--- src/duar_cfg.svh ---
// Constants of the dual serial auxiliary register bank
// How it works
// - Carrier status bit is inverted carrier pin
// - Loopback: carrier status follows modem control bit3
// - Scratch byte read/write, reset to FF
// - Divisor is high byte over low byte
// - Bit rate is clock over 16 over divisor
// - Concurrent bit set writes both channels
// - Concurrent bit writable from either channel
// - Channel select still picks read channel
// - Function select picks multifunction pin source
// - Alternate function bits 7:3 read zero
// - Reset values of registers and outputs
// - Reset clears change flags, status from inputs
// - Modem control bit4 enables internal loopback
// - Divisor mapped at data addresses when bit7 set
`ifndef DUAR_CFG_SVH
`define DUAR_CFG_SVH
// ****************************************
// Host addresses
// ****************************************
`define DUAR_A_DATA 3'h0
`define DUAR_A_IER 3'h1
`define DUAR_A_ISR 3'h2
`define DUAR_A_LCR 3'h3
`define DUAR_A_MCR 3'h4
`define DUAR_A_LSR 3'h5
`define DUAR_A_MSR 3'h6
`define DUAR_A_SPR 3'h7
// ****************************************
// Storage indices
// ****************************************
`define DUAR_I_DLL 3'h0
`define DUAR_I_DLM 3'h1
`define DUAR_I_IER 3'h2
`define DUAR_I_FCR 3'h3
`define DUAR_I_LCR 3'h4
`define DUAR_I_MCR 3'h5
`define DUAR_I_AFR 3'h6
`define DUAR_I_SPR 3'h7
// ****************************************
// Reset values and fields
// ****************************************
`define DUAR_RST_ZERO 8'h00
`define DUAR_RST_SPR 8'hFF
`define DUAR_RST_ISR 8'h01
`define DUAR_RST_LSR 8'h60
`define DUAR_AFR_MASK 8'h07
`define DUAR_LCR_DLAB 7
`define DUAR_LCR_BREAK 6
`define DUAR_MCR_DTR 0
`define DUAR_MCR_RTS 1
`define DUAR_MCR_OP1 2
`define DUAR_MCR_OP2 3
`define DUAR_MCR_LOOP 4
`define DUAR_AFR_CW 0
`define DUAR_OVS_LAST 4'hF
`define DUAR_DIV_ONE 16'h0001
`endif

--- src/duar_pkg.sv ---
// Types of the dual serial auxiliary register bank
package duar_pkg;
	typedef enum logic [1:0] {
		DUAR_MF_OP2 = 2'b00,
		DUAR_MF_BAUD = 2'b01,
		DUAR_MF_RECEIVE_READY_N = 2'b10,
		DUAR_MF_RSVD = 2'b11
	} duar_mf_t;
	typedef enum logic [1:0] {
		DUAR_IDLE = 2'b00,
		DUAR_HOLD = 2'b01,
		DUAR_WRITE = 2'b10
	} duar_bus_t;
	typedef enum logic [2:0] {
		DUAR_SRC_MEM = 3'b000,
		DUAR_SRC_ZERO = 3'b001,
		DUAR_SRC_ISR = 3'b010,
		DUAR_SRC_LSR = 3'b011,
		DUAR_SRC_MSR = 3'b100
	} duar_src_t;
endpackage

--- src/duar_regs_if.sv ---
// Carrier between the bus logic and the register store
`timescale 1ns/100ps
`default_nettype none
interface duar_regs_if;
	logic [1:0] we;
	logic [1:0][2:0] widx;
	logic [7:0] wdata;
	logic cw_we;
	logic cw_val;
	logic rchan;
	logic [2:0] ridx;
	logic [7:0] rdata;
	logic [1:0][7:0] dll;
	logic [1:0][7:0] baud_divisor_high;
	logic [1:0][7:0] line_control;
	logic [1:0][7:0] modem_output_control;
	logic [1:0][7:0] alternate_function_control;
	logic [1:0][7:0] scratch_storage;
	modport ctl(output we, widx, wdata, cw_we, cw_val, rchan, ridx,
		input rdata, dll, baud_divisor_high, line_control, modem_output_control, alternate_function_control, scratch_storage);
	modport store(input we, widx, wdata, cw_we, cw_val, rchan, ridx,
		output rdata, dll, baud_divisor_high, line_control, modem_output_control, alternate_function_control, scratch_storage);
endinterface
`default_nettype wire

--- src/duar_regstore.sv ---
// Register storage of both channels
`timescale 1ns/100ps
`default_nettype none
`include "duar_cfg.svh"
module duar_regstore (
	// Clock and reset
	input wire logic clk,
	input wire logic rst_n,
	// Register access
	duar_regs_if.store rif
);
	import duar_pkg::*;

	logic [7:0] mem_reg [2][8];
	logic [7:0] mem_next [2][8];
	logic [7:0] rdata_reg;
	logic [7:0] rdata_next;

	function automatic logic [7:0] rst_val(input int idx);
		rst_val = (idx == 7) ? `DUAR_RST_SPR : `DUAR_RST_ZERO;
	endfunction

	// ****************************************
	// Next state
	// ****************************************
	always_comb begin
		mem_next = mem_reg;
		for (int c = 0; c < 2; c++) begin
			if (rif.we[c]) begin
				if (rif.widx[c] == `DUAR_I_AFR)
					mem_next[c][rif.widx[c]] = rif.wdata & `DUAR_AFR_MASK;
				else
					mem_next[c][rif.widx[c]] = rif.wdata;
			end
			if (rif.cw_we)
				mem_next[c][`DUAR_I_AFR][`DUAR_AFR_CW] = rif.cw_val;
		end
		rdata_next = mem_reg[rif.rchan][rif.ridx];
	end

	// ****************************************
	// Registers
	// ****************************************
	always_ff @(posedge clk or negedge rst_n) begin
		if (!rst_n) begin
			for (int c = 0; c < 2; c++)
				for (int i = 0; i < 8; i++)
					mem_reg[c][i] <= rst_val(i);
			rdata_reg <= `DUAR_RST_ZERO;
		end else begin
			mem_reg <= mem_next;
			rdata_reg <= rdata_next;
		end
	end

	assign rif.rdata = rdata_reg;
	for (genvar c = 0; c < 2; c++) begin : g_exp
		assign rif.dll[c] = mem_reg[c][`DUAR_I_DLL];
		assign rif.baud_divisor_high[c] = mem_reg[c][`DUAR_I_DLM];
		assign rif.line_control[c] = mem_reg[c][`DUAR_I_LCR];
		assign rif.modem_output_control[c] = mem_reg[c][`DUAR_I_MCR];
		assign rif.alternate_function_control[c] = mem_reg[c][`DUAR_I_AFR];
		assign rif.scratch_storage[c] = mem_reg[c][`DUAR_I_SPR];
	end
endmodule
`default_nettype wire

--- src/duar_top.sv ---
// Dual serial auxiliary register bank, host bus and pin logic
`timescale 1ns/100ps
`default_nettype none
`include "duar_cfg.svh"
module duar_top (
	// Clock and reset
	input wire logic SYS_CLK,
	input wire logic RSTN,
	// Host bus
	input wire logic CS_N,
	input wire logic IOR_N,
	input wire logic IOW_N,
	input wire logic CHSEL,
	input wire logic [2:0] ADDR,
	input wire logic [7:0] DATA_IN,
	output logic [7:0] DATA_OUT,
	output logic DATA_OE,
	// Modem inputs per channel
	input wire logic [1:0] CTS_N,
	input wire logic [1:0] DSR_N,
	input wire logic [1:0] RI_N,
	input wire logic [1:0] CD_N,
	input wire logic [1:0] RECEIVE_READY_N_N,
	// Pin outputs per channel
	output logic [1:0] TX,
	output logic [1:0] MF_N,
	output logic [1:0] RTS_N,
	output logic [1:0] DTR_N,
	output logic [1:0] TRANSMIT_READY_N_N,
	output logic [1:0] INT,
	output logic [1:0] BIT_TICK
);
	import duar_pkg::*;
	duar_regs_if rif();
	duar_regstore u_store (
		.clk(SYS_CLK),
		.rst_n(RSTN),
		.rif(rif)
	);
	// Returns {valid, storage index}
	function automatic logic [3:0] dec(input logic [2:0] a, input logic dlab);
		case (a)
			`DUAR_A_DATA: dec = dlab ? {1'b1, `DUAR_I_DLL} : 4'h0;
			`DUAR_A_IER: dec = {1'b1, dlab ? `DUAR_I_DLM : `DUAR_I_IER};
			`DUAR_A_ISR: dec = {1'b1, dlab ? `DUAR_I_AFR : `DUAR_I_FCR};
			`DUAR_A_LCR: dec = {1'b1, `DUAR_I_LCR};
			`DUAR_A_MCR: dec = {1'b1, `DUAR_I_MCR};
			`DUAR_A_SPR: dec = {1'b1, `DUAR_I_SPR};
			default: dec = 4'h0;
		endcase
	endfunction
	// ****************************************
	// Host write sequencing
	// ****************************************
	duar_bus_t st_reg, st_next;
	logic [2:0] wa_reg, wa_next;
	logic [7:0] wd_reg, wd_next;
	logic wc_reg, wc_next;
	logic wr_strobe, wr_go, cw;
	logic [3:0] dw0, dw1;
	assign wr_strobe = !CS_N && !IOW_N;
	assign wr_go = st_reg == DUAR_WRITE;
	assign cw = rif.alternate_function_control[0][`DUAR_AFR_CW];
	always_comb begin
		st_next = st_reg;
		wa_next = wa_reg;
		wd_next = wd_reg;
		wc_next = wc_reg;
		case (st_reg)
			DUAR_IDLE: if (wr_strobe) st_next = DUAR_HOLD;
			DUAR_HOLD: begin
				if (wr_strobe) begin
					wa_next = ADDR;
					wd_next = DATA_IN;
					wc_next = CHSEL;
				end else begin
					st_next = DUAR_WRITE;
				end
			end
			DUAR_WRITE: st_next = DUAR_IDLE;
			default: st_next = DUAR_IDLE;
		endcase
	end
	always_ff @(posedge SYS_CLK or negedge RSTN) begin
		if (!RSTN) begin
			st_reg <= DUAR_IDLE;
			wa_reg <= 3'h0;
			wd_reg <= 8'h00;
			wc_reg <= 1'b0;
		end else begin
			st_reg <= st_next;
			wa_reg <= wa_next;
			wd_reg <= wd_next;
			wc_reg <= wc_next;
		end
	end
	assign dw0 = dec(wa_reg, rif.line_control[0][`DUAR_LCR_DLAB]);
	assign dw1 = dec(wa_reg, rif.line_control[1][`DUAR_LCR_DLAB]);
	assign rif.widx[0] = dw0[2:0];
	assign rif.widx[1] = dw1[2:0];
	assign rif.we[0] = wr_go && dw0[3] && (cw || !wc_reg);
	assign rif.we[1] = wr_go && dw1[3] && (cw || wc_reg);
	assign rif.wdata = wd_reg;
	assign rif.cw_we = wr_go && (wc_reg ? (dw1 == {1'b1, `DUAR_I_AFR})
		: (dw0 == {1'b1, `DUAR_I_AFR}));
	assign rif.cw_val = wd_reg[`DUAR_AFR_CW];
	// ****************************************
	// Host reads
	// ****************************************
	logic rd_strobe, rd_start, rd_dlab;
	logic rd_prev_reg, rd_prev_next;
	logic r1_reg, r1_next;
	duar_src_t src_reg, src_next;
	logic [7:0] msr_snap_reg, msr_snap_next;
	logic [7:0] dout_reg, dout_next;
	logic [3:0] dr;
	logic [1:0][3:0] stat, delta_reg, delta_next, prev_reg, prev_next;
	logic primed_reg, primed_next;
	assign rd_strobe = !CS_N && !IOR_N;
	assign rd_start = rd_strobe && !rd_prev_reg;
	assign rd_dlab = rif.line_control[CHSEL][`DUAR_LCR_DLAB];
	assign dr = dec(ADDR, rd_dlab);
	assign rif.rchan = CHSEL;
	assign rif.ridx = dr[2:0];
	always_comb begin
		rd_prev_next = rd_strobe;
		r1_next = rd_start;
		src_next = src_reg;
		msr_snap_next = msr_snap_reg;
		dout_next = dout_reg;
		if (rd_start) begin
			msr_snap_next = {stat[CHSEL], delta_reg[CHSEL]};
			case (ADDR)
				`DUAR_A_DATA: src_next = rd_dlab ? DUAR_SRC_MEM : DUAR_SRC_ZERO;
				`DUAR_A_ISR: src_next = rd_dlab ? DUAR_SRC_MEM : DUAR_SRC_ISR;
				`DUAR_A_LSR: src_next = DUAR_SRC_LSR;
				`DUAR_A_MSR: src_next = DUAR_SRC_MSR;
				default: src_next = DUAR_SRC_MEM;
			endcase
		end
		if (r1_reg) begin
			case (src_reg)
				DUAR_SRC_MEM: dout_next = rif.rdata;
				DUAR_SRC_ISR: dout_next = `DUAR_RST_ISR;
				DUAR_SRC_LSR: dout_next = `DUAR_RST_LSR;
				DUAR_SRC_MSR: dout_next = msr_snap_reg;
				default: dout_next = `DUAR_RST_ZERO;
			endcase
		end
	end
	always_ff @(posedge SYS_CLK or negedge RSTN) begin
		if (!RSTN) begin
			rd_prev_reg <= 1'b0;
			r1_reg <= 1'b0;
			src_reg <= DUAR_SRC_MEM;
			msr_snap_reg <= 8'h00;
			dout_reg <= 8'h00;
		end else begin
			rd_prev_reg <= rd_prev_next;
			r1_reg <= r1_next;
			src_reg <= src_next;
			msr_snap_reg <= msr_snap_next;
			dout_reg <= dout_next;
		end
	end
	assign DATA_OUT = dout_reg;
	assign DATA_OE = rd_strobe;
	// ****************************************
	// Modem status, change flags
	// ****************************************
	always_comb begin
		delta_next = delta_reg;
		prev_next = stat;
		primed_next = 1'b1;
		for (int c = 0; c < 2; c++) begin
			if (rif.modem_output_control[c][`DUAR_MCR_LOOP])
				stat[c] = {rif.modem_output_control[c][`DUAR_MCR_OP2],
					rif.modem_output_control[c][`DUAR_MCR_OP1],
					rif.modem_output_control[c][`DUAR_MCR_DTR], rif.modem_output_control[c][`DUAR_MCR_RTS]};
			else
				stat[c] = ~{CD_N[c], RI_N[c], DSR_N[c], CTS_N[c]};
			if (rd_start && ADDR == `DUAR_A_MSR && CHSEL == c && !rd_dlab)
				delta_next[c] = 4'h0;
			if (primed_reg)
				delta_next[c] = delta_next[c] | {stat[c][3] ^ prev_reg[c][3],
					prev_reg[c][2] & !stat[c][2],
					stat[c][1:0] ^ prev_reg[c][1:0]};
		end
	end
	always_ff @(posedge SYS_CLK or negedge RSTN) begin
		if (!RSTN) begin
			delta_reg <= 8'h00;
			prev_reg <= 8'h00;
			primed_reg <= 1'b0;
		end else begin
			delta_reg <= delta_next;
			prev_reg <= prev_next;
			primed_reg <= primed_next;
		end
	end
	// ****************************************
	// Baud generation and pin outputs
	// ****************************************
	logic [1:0][15:0] div, cnt_reg, cnt_next;
	logic [1:0][3:0] ovs_reg, ovs_next;
	logic [1:0] tick16;
	logic [1:0] tx_next, mf_next, rts_next, dtr_next, bt_next;
	logic [1:0] tx_reg, mf_reg, rts_reg, dtr_reg, bt_reg;
	logic [19:0] gap_reg, gap_next;
	always_comb begin
		gap_next = rif.we[0] ? 20'h0_0000 : (bt_reg[0] ? 20'h0_0001
			: (gap_reg == 20'h0_0000 ? 20'h0_0000 : gap_reg + 20'h0_0001));
		for (int c = 0; c < 2; c++) begin
			div[c] = {rif.baud_divisor_high[c], rif.dll[c]};
			tick16[c] = (div[c] != 16'h0000)
				&& (cnt_reg[c] >= div[c] - `DUAR_DIV_ONE);
			cnt_next[c] = tick16[c] ? 16'h0000
				: (div[c] == 16'h0000 ? 16'h0000 : cnt_reg[c] + 16'h0001);
			ovs_next[c] = tick16[c] ? ovs_reg[c] + 4'h1 : ovs_reg[c];
			bt_next[c] = tick16[c] && ovs_reg[c] == `DUAR_OVS_LAST;
			tx_next[c] = !rif.line_control[c][`DUAR_LCR_BREAK];
			rts_next[c] = rif.modem_output_control[c][`DUAR_MCR_LOOP]
				|| !rif.modem_output_control[c][`DUAR_MCR_RTS];
			dtr_next[c] = rif.modem_output_control[c][`DUAR_MCR_LOOP]
				|| !rif.modem_output_control[c][`DUAR_MCR_DTR];
			case (duar_mf_t'(rif.alternate_function_control[c][2:1]))
				DUAR_MF_OP2: mf_next[c] = rif.modem_output_control[c][`DUAR_MCR_LOOP]
					|| !rif.modem_output_control[c][`DUAR_MCR_OP2];
				DUAR_MF_BAUD: mf_next[c] = !tick16[c];
				DUAR_MF_RECEIVE_READY_N: mf_next[c] = RECEIVE_READY_N_N[c];
				default: mf_next[c] = 1'b1;
			endcase
		end
	end
	always_ff @(posedge SYS_CLK or negedge RSTN) begin
		if (!RSTN) begin
			cnt_reg <= 32'h0000_0000;
			gap_reg <= 20'h0_0000;
			ovs_reg <= 8'h00;
			bt_reg <= 2'h0;
			tx_reg <= 2'h3;
			mf_reg <= 2'h3;
			rts_reg <= 2'h3;
			dtr_reg <= 2'h3;
		end else begin
			cnt_reg <= cnt_next;
			gap_reg <= gap_next;
			ovs_reg <= ovs_next;
			bt_reg <= bt_next;
			tx_reg <= tx_next;
			mf_reg <= mf_next;
			rts_reg <= rts_next;
			dtr_reg <= dtr_next;
		end
	end
	assign TX = tx_reg;
	assign MF_N = mf_reg;
	assign RTS_N = rts_reg;
	assign DTR_N = dtr_reg;
	assign BIT_TICK = bt_reg;
	// Transmitter and interrupt logic sit elsewhere; held at reset level
	assign TRANSMIT_READY_N_N = 2'h0;
	assign INT = 2'h0;
endmodule
`default_nettype wire

--- config.mk ---
export PLATFORM = sky130hd
export DESIGN_NAME = duar_top
export DESIGN_NICKNAME = d
export VERILOG_FILES = /design/src/duar_pkg.sv /design/src/duar_regs_if.sv /design/src/duar_regstore.sv /design/src/duar_top.sv
export VERILOG_INCLUDE_DIRS = /design/src
export SDC_FILE = /design/constraint.sdc
export NUM_CORES = 1
export LEC_CHECK = 0
export ABC_AREA = 1
export BUFFER_PORTS_ARGS = -buffer_cell sky130_fd_sc_hd__buf_4
export CAP_MARGIN = 20
export CELL_PAD_IN_SITES_DETAIL_PLACEMENT = 1
export CELL_PAD_IN_SITES_GLOBAL_PLACEMENT = 1
export CORE_MARGIN = 4
export CORE_UTILIZATION = 45
export CTS_BUF_LIST = sky130_fd_sc_hd__clkbuf_4 sky130_fd_sc_hd__clkbuf_8 sky130_fd_sc_hd__clkbuf_16
export CTS_CLUSTER_DIAMETER = 200
export DETAILED_ROUTE_END_ITERATION = 16
export GPL_ROUTABILITY_DRIVEN = 0
export PLACE_DENSITY = 0.83
export SLEW_MARGIN = 20
export SYNTH_ARGS = -nofsm -noshare
export SYNTH_HDL_FRONTEND = slang
export SYNTH_HIERARCHICAL = 1
export SYNTH_SLANG_ARGS = --single-unit
--- constraint.sdc ---
create_clock -name SYS_CLK -period 7.1 [get_ports SYS_CLK]
set_input_delay 1.065 -clock SYS_CLK [delete_from_list [all_inputs] [get_ports SYS_CLK]]
set_output_delay 1.065 -clock SYS_CLK [all_outputs]
set_load 0.1 [all_outputs]
### After elaboration in Yosys (flattened, before gate mapping)

Cells that the tools add are included.

* register bits after elaboration: 238
* input bits: 27
* output and inout bits: 23
* word-level logic and storage cells: 217

* add/sub/neg operators: 6
* magnitude comparators: 9
* equality and inequality tests: 29
* multiplexer cells: 57
* bitwise logic cells: 15
* reductions and logical operators: 59

Operators with widths (number)
* 64-bit 2-to-1 mux: 5
* 64-bit bitwise mux: 4
* 16-bit 2-to-1 mux: 4
* 8-bit demux with 3-bit select: 2
* 4-bit 2-to-1 mux: 12
* 8-bit 2-to-1 mux: 6
* 4-bit one-hot mux with 6 select lines: 2
* 16-bit by 1-bit adder with 16-bit output, second input constant: 2
* 16-bit >= comparator: 2
* 16-bit zero test: 2
* 8-bit one-hot mux with 4 select lines: 1
* 16-bit nonzero test: 2
* 16-bit by 1-bit subtractor with 16-bit output, second input constant: 2
* 3-bit == test, second input constant: 9
* 8-bit binary-select mux with 3-bit select: 1
* 1-bit logical AND: 19
* 3-bit by 2-bit == test with 1-bit output, second input constant: 6
* 1-bit zero test: 18
* 9-bit 2-to-1 mux: 2
* 3-bit one-hot mux with 6 select lines: 1
* 4-bit == test, second input constant: 4
* 4-bit >= comparator, second input constant: 3
* 2-bit 2-to-1 mux: 6
* 3-bit NOT with 4-bit output: 3
* 25 further kinds: 57

### Longest topological paths before layout

* depth in word-level cells: 11
* depth in mapped cells: 20
* depth with buffers taken out: 18

### By module

The synthesis kept the hierarchy.

Modules (own cells, without submodules)
* duar_regstore: times used 1, cells each 937, area each 7183.1 um^2, seq. area each 3423.3 um^2
* duar_top: times used 1, cells each 786, area each 6247.2 um^2, seq. area each 2562.5 um^2

### Worst setup path before layout

No wires, ideal clock.

* path kind: input to output
* from: input port IOR_N
* to: output port DATA_OE
* arrival time: 2.371 ns
* slack: 3.664 ns
* stages: 1
* path buffers: 0
* cell sequence: nor2_1

* longest elaborated chain between the ends: 2

RTL lines
* from (decl): line duar_top.sv:11 `input wire logic IOR_N,`
* 1-bit zero test: line duar_top.sv:119 `assign rd_strobe = !CS_N && !IOR_N;`
* 1-bit logical AND: line duar_top.sv:119
* to (decl): line duar_top.sv:17 `output logic DATA_OE,`

No other way between the ends.

### Worst setup path after layout

* from: input port CHSEL
* to: register u_store.rdata_reg[7], in the netlist u_store/rif.rdata[7]

* longest elaborated chain between the ends: 8

RTL lines
* from (decl): line duar_top.sv:13 `input wire logic CHSEL,`
* 8-bit 2-to-1 mux (implied by the code) * (2 in a row): line duar_top.sv:121 `` assign rd_dlab = rif.line_control[CHSEL][`DUAR_LCR_DLAB]; ``
* 3-bit 2-to-1 mux (no line) / 2-bit 2-to-1 mux (equally long branches)
* 3-bit one-hot mux with 6 select lines *: line duar_top.sv:42 `case (a)`
* named net dr[0]: line duar_top.sv:116 `logic [3:0] dr;`
* 3-bit NOT with 4-bit output (implied by the code) *: line duar_regstore.sv:38 `rdata_next = mem_reg[rif.rchan][rif.ridx];`
* 8-bit binary-select mux with 3-bit select *: line duar_regstore.sv:38
* 8-bit 2-to-1 mux (implied by the code) * (2 in a row): line duar_regstore.sv:38
* named net u_store.rdata_next[7]: line duar_regstore.sv:17 `logic [7:0] rdata_next;`
* to (signal assigned): line duar_regstore.sv:49 `` rdata_reg <= `DUAR_RST_ZERO; ``
* to (signal assigned): line duar_regstore.sv:52 `rdata_reg <= rdata_next;`
* to (decl): line duar_regstore.sv:16 `logic [7:0] rdata_reg;`

The timed path passes the listed nets; every way through them passes the cells marked *. The select of a mux whose other input is x is not followed.
A chain may end at the register's enable or synchronous reset.

==> impl_metrics.tcl <==
set metrics [dict create \
    clockRootBuffer "sky130_fd_sc_hd__clkbuf_16" \
    totalWireLength_mm 37.2 \
    core-area_um2 28700 \
    syn2layout_area_growth_pct 8.37 \
    reg2regPathDepth 15 \
    critical_path.max_stage_delay_ps 580 \
    worst_skew_pair.late_latency_ps 560 \
    avgViaCountPerCell 5.32 \
    crit_path_cell_trace "buf_4 -> nor2_1 -> a21oi_1 -> nand2_1 -> o21ai_0 -> xor2_2 -> buf_4 -> inv_2 -> nand3_1 -> nand3_1 -> nand3_1 -> nand2_1" \
    yosys_warnings 6 \
    syn-mean-instance-area_um2 7.80 \
    critical_path_class "input port to flop" \
    power.static_leakage_nw 7.03 \
    grt_setup_unrepaired "false" \
    clkSinkCount 238 \
    die_height_um 179 \
    post_layout_nets 1712 \
    worst_clock_skew_ps 20.5 \
    synthCells 1678 \
    layout-drive-gt1-share 0.107 \
    cts_max_path_buffers 3 \
    critical-path-top-cell-by-count "sky130_fd_sc_hd__nand3_1" \
    post_cts_resized 0 \
    overall_global_routing_resource_usage 0.235 \
    worstPathRequired_ps 7540 \
    drc_errors 0 \
    cts_tree "built" \
    initial_core_util 0.456 \
    worst_setup_hold_path_clk_slew_ps 60 \
    cts_max_level 1 \
    final_hold_viol_count 0 \
    insertedDiodeCount 0 \
    design.die.area_um2 31900 \
    final_max_slew_viol_count 0 \
    cell_depth_of_the_worst_setup_path 12 \
    ir_worst_vdd_mv 0.209 \
    final_area_um2 14200 \
    drt-initial-drc-count 729 \
    die_width_um 179 \
    status "finished, final reports clean" \
    synth_area_um2 13100 \
    cts-buffers-inserted 28 \
    rows 62 \
    slew_headroom 0.353 \
    detailed_place_hpwl_mm 26.5 \
    power.density_nw_per_um2 393 \
    worstPathArrival_ps 3690 \
    period_utilisation_layout 0.457 \
    maxCapViolations 0 \
    firstDrtPassIters 8 \
    layout_min_cycle_time_ps 3250 \
    total_negative_setup_slacks_ps 0 \
    wire_length_of_the_first_global_routing_pass_mm 60.1 \
    max_slew.worst_pin.slew_ps 970 \
    critical_path.slowest_cell "sky130_fd_sc_hd__buf_4" \
    total_buffers_and_inverters_traversed_by_the_critical_path 3 \
    worst_setup_path_end_kind "flop" \
    grt_antenna_before_repair 0 \
    min_path_cells 1 \
    cpLargestDelayFamily "buffers and inverters" \
    crit_fanout 77 \
    finalSetupViolCount 0 \
    overall_overflow_remaining_after_global_route 0 \
    grt_max_degree 129 \
    startpoint_type "input port" \
    io_pins 50 \
    holdBufCountCts 0 \
    detail-route-antenna-nets 0 \
    max_freq_ghz 0.308 \
    placement.cell_area_um2 13300 \
    cts.repair_timing.setup_buffer_count 0 \
    via_count_of_the_first_global_routing_pass 11400 \
    type_of_the_tightest_min_delay_check "flop to flop" \
    port_buffers 45 \
    wl_per_cell_um 18.1 \
    num_vias 10900 \
]
layout make-up:
cell class / count / area (um2)
Tap cell: 384 / 480
Inverter: 224 / 842
Multi-Input combinational cell: 1107 / 5570
Fill cell: 3567 / 14500
Clock buffer: 46 / 892
Sequential cell: 238 / 5990
Timing Repair Buffer: 48 / 380
Clock inverter: 5 / 36.3
stage by stage:
stage	setup slack [ps]	instances	utilization	hold slack, ps	power [W]
after detailed placement	3310	2001	0.462	414	0.00419
after global routing	3610	2052	0.494	461	0.00602
after floorplan	3660	1681	-	405	0.00368
final	3850	2052	0.494	432	0.00558
after CTS	3890	2052	0.494	430	0.00564
after global placement	3500	2001	0.462	416	0.00405
per-layer routing:
layer	GRT usage	part of all wire
met1	0.313	0.44
met2	0.407	0.50
met3	0.0292	0.042
met4	0.0595	0.025
met5	0	0
where the power goes:
part           internal, W  switching, W
Sequential         0.00163      0.000260
Clock             0.000853      0.000573
Combinational     0.000751       0.00152
Total              0.00323       0.00235
path summary, 6_finish.rpt:
path | from | endpoint | slack [ps]
setup reg to reg | u_store/rif.dll[8] | ovs_reg[6] | 3980
min in group asynchronous | RSTN | cnt_reg[26] | 540
setup / recovery | CHSEL | u_store/rif.rdata[7] | 3850
hold / removal | u_store/rif.line_control[14] | TX[1] | 430
max in group asynchronous | RSTN | wa_reg[0] | 5380
hold reg to reg | u_store/rif.line_control[14] | TX[1] | 430
placed cells by master (no fill, tap or decap), types with 3 or more instances in the layout:
| cell | instances |
|---|---|
| sky130_fd_sc_hd__clkbuf_8 | 9 |
| sky130_fd_sc_hd__o21ai_1 | 114 |
| sky130_fd_sc_hd__o22ai_1 | 4 |
| sky130_fd_sc_hd__dfstp_2 | 24 |
| sky130_fd_sc_hd__nor2_2 | 10 |
| sky130_fd_sc_hd__clkbuf_16 | 28 |
| sky130_fd_sc_hd__nor2_1 | 108 |
| sky130_fd_sc_hd__nand2_2 | 10 |
| sky130_fd_sc_hd__xnor2_1 | 20 |
| sky130_fd_sc_hd__xor2_1 | 31 |
| sky130_fd_sc_hd__mux2_2 | 16 |
| sky130_fd_sc_hd__nand3_1 | 138 |
| sky130_fd_sc_hd__o211ai_1 | 3 |
| sky130_fd_sc_hd__nand2_1 | 468 |
| sky130_fd_sc_hd__a21oi_1 | 27 |
| sky130_fd_sc_hd__buf_4 | 46 |
| sky130_fd_sc_hd__inv_1 | 212 |
| sky130_fd_sc_hd__clkbuf_4 | 9 |
| sky130_fd_sc_hd__nor3_1 | 23 |
| sky130_fd_sc_hd__ha_1 | 38 |
| sky130_fd_sc_hd__o21ai_0 | 49 |
| sky130_fd_sc_hd__a31oi_1 | 5 |
| sky130_fd_sc_hd__clkinv_2 | 5 |
| sky130_fd_sc_hd__inv_2 | 10 |
| sky130_fd_sc_hd__conb_1 | 5 |
| sky130_fd_sc_hd__dfrtp_1 | 214 |
| sky130_fd_sc_hd__nand4_1 | 12 |
| sky130_fd_sc_hd__o31ai_1 | 3 |
Power figures use the tool's default switching activity.
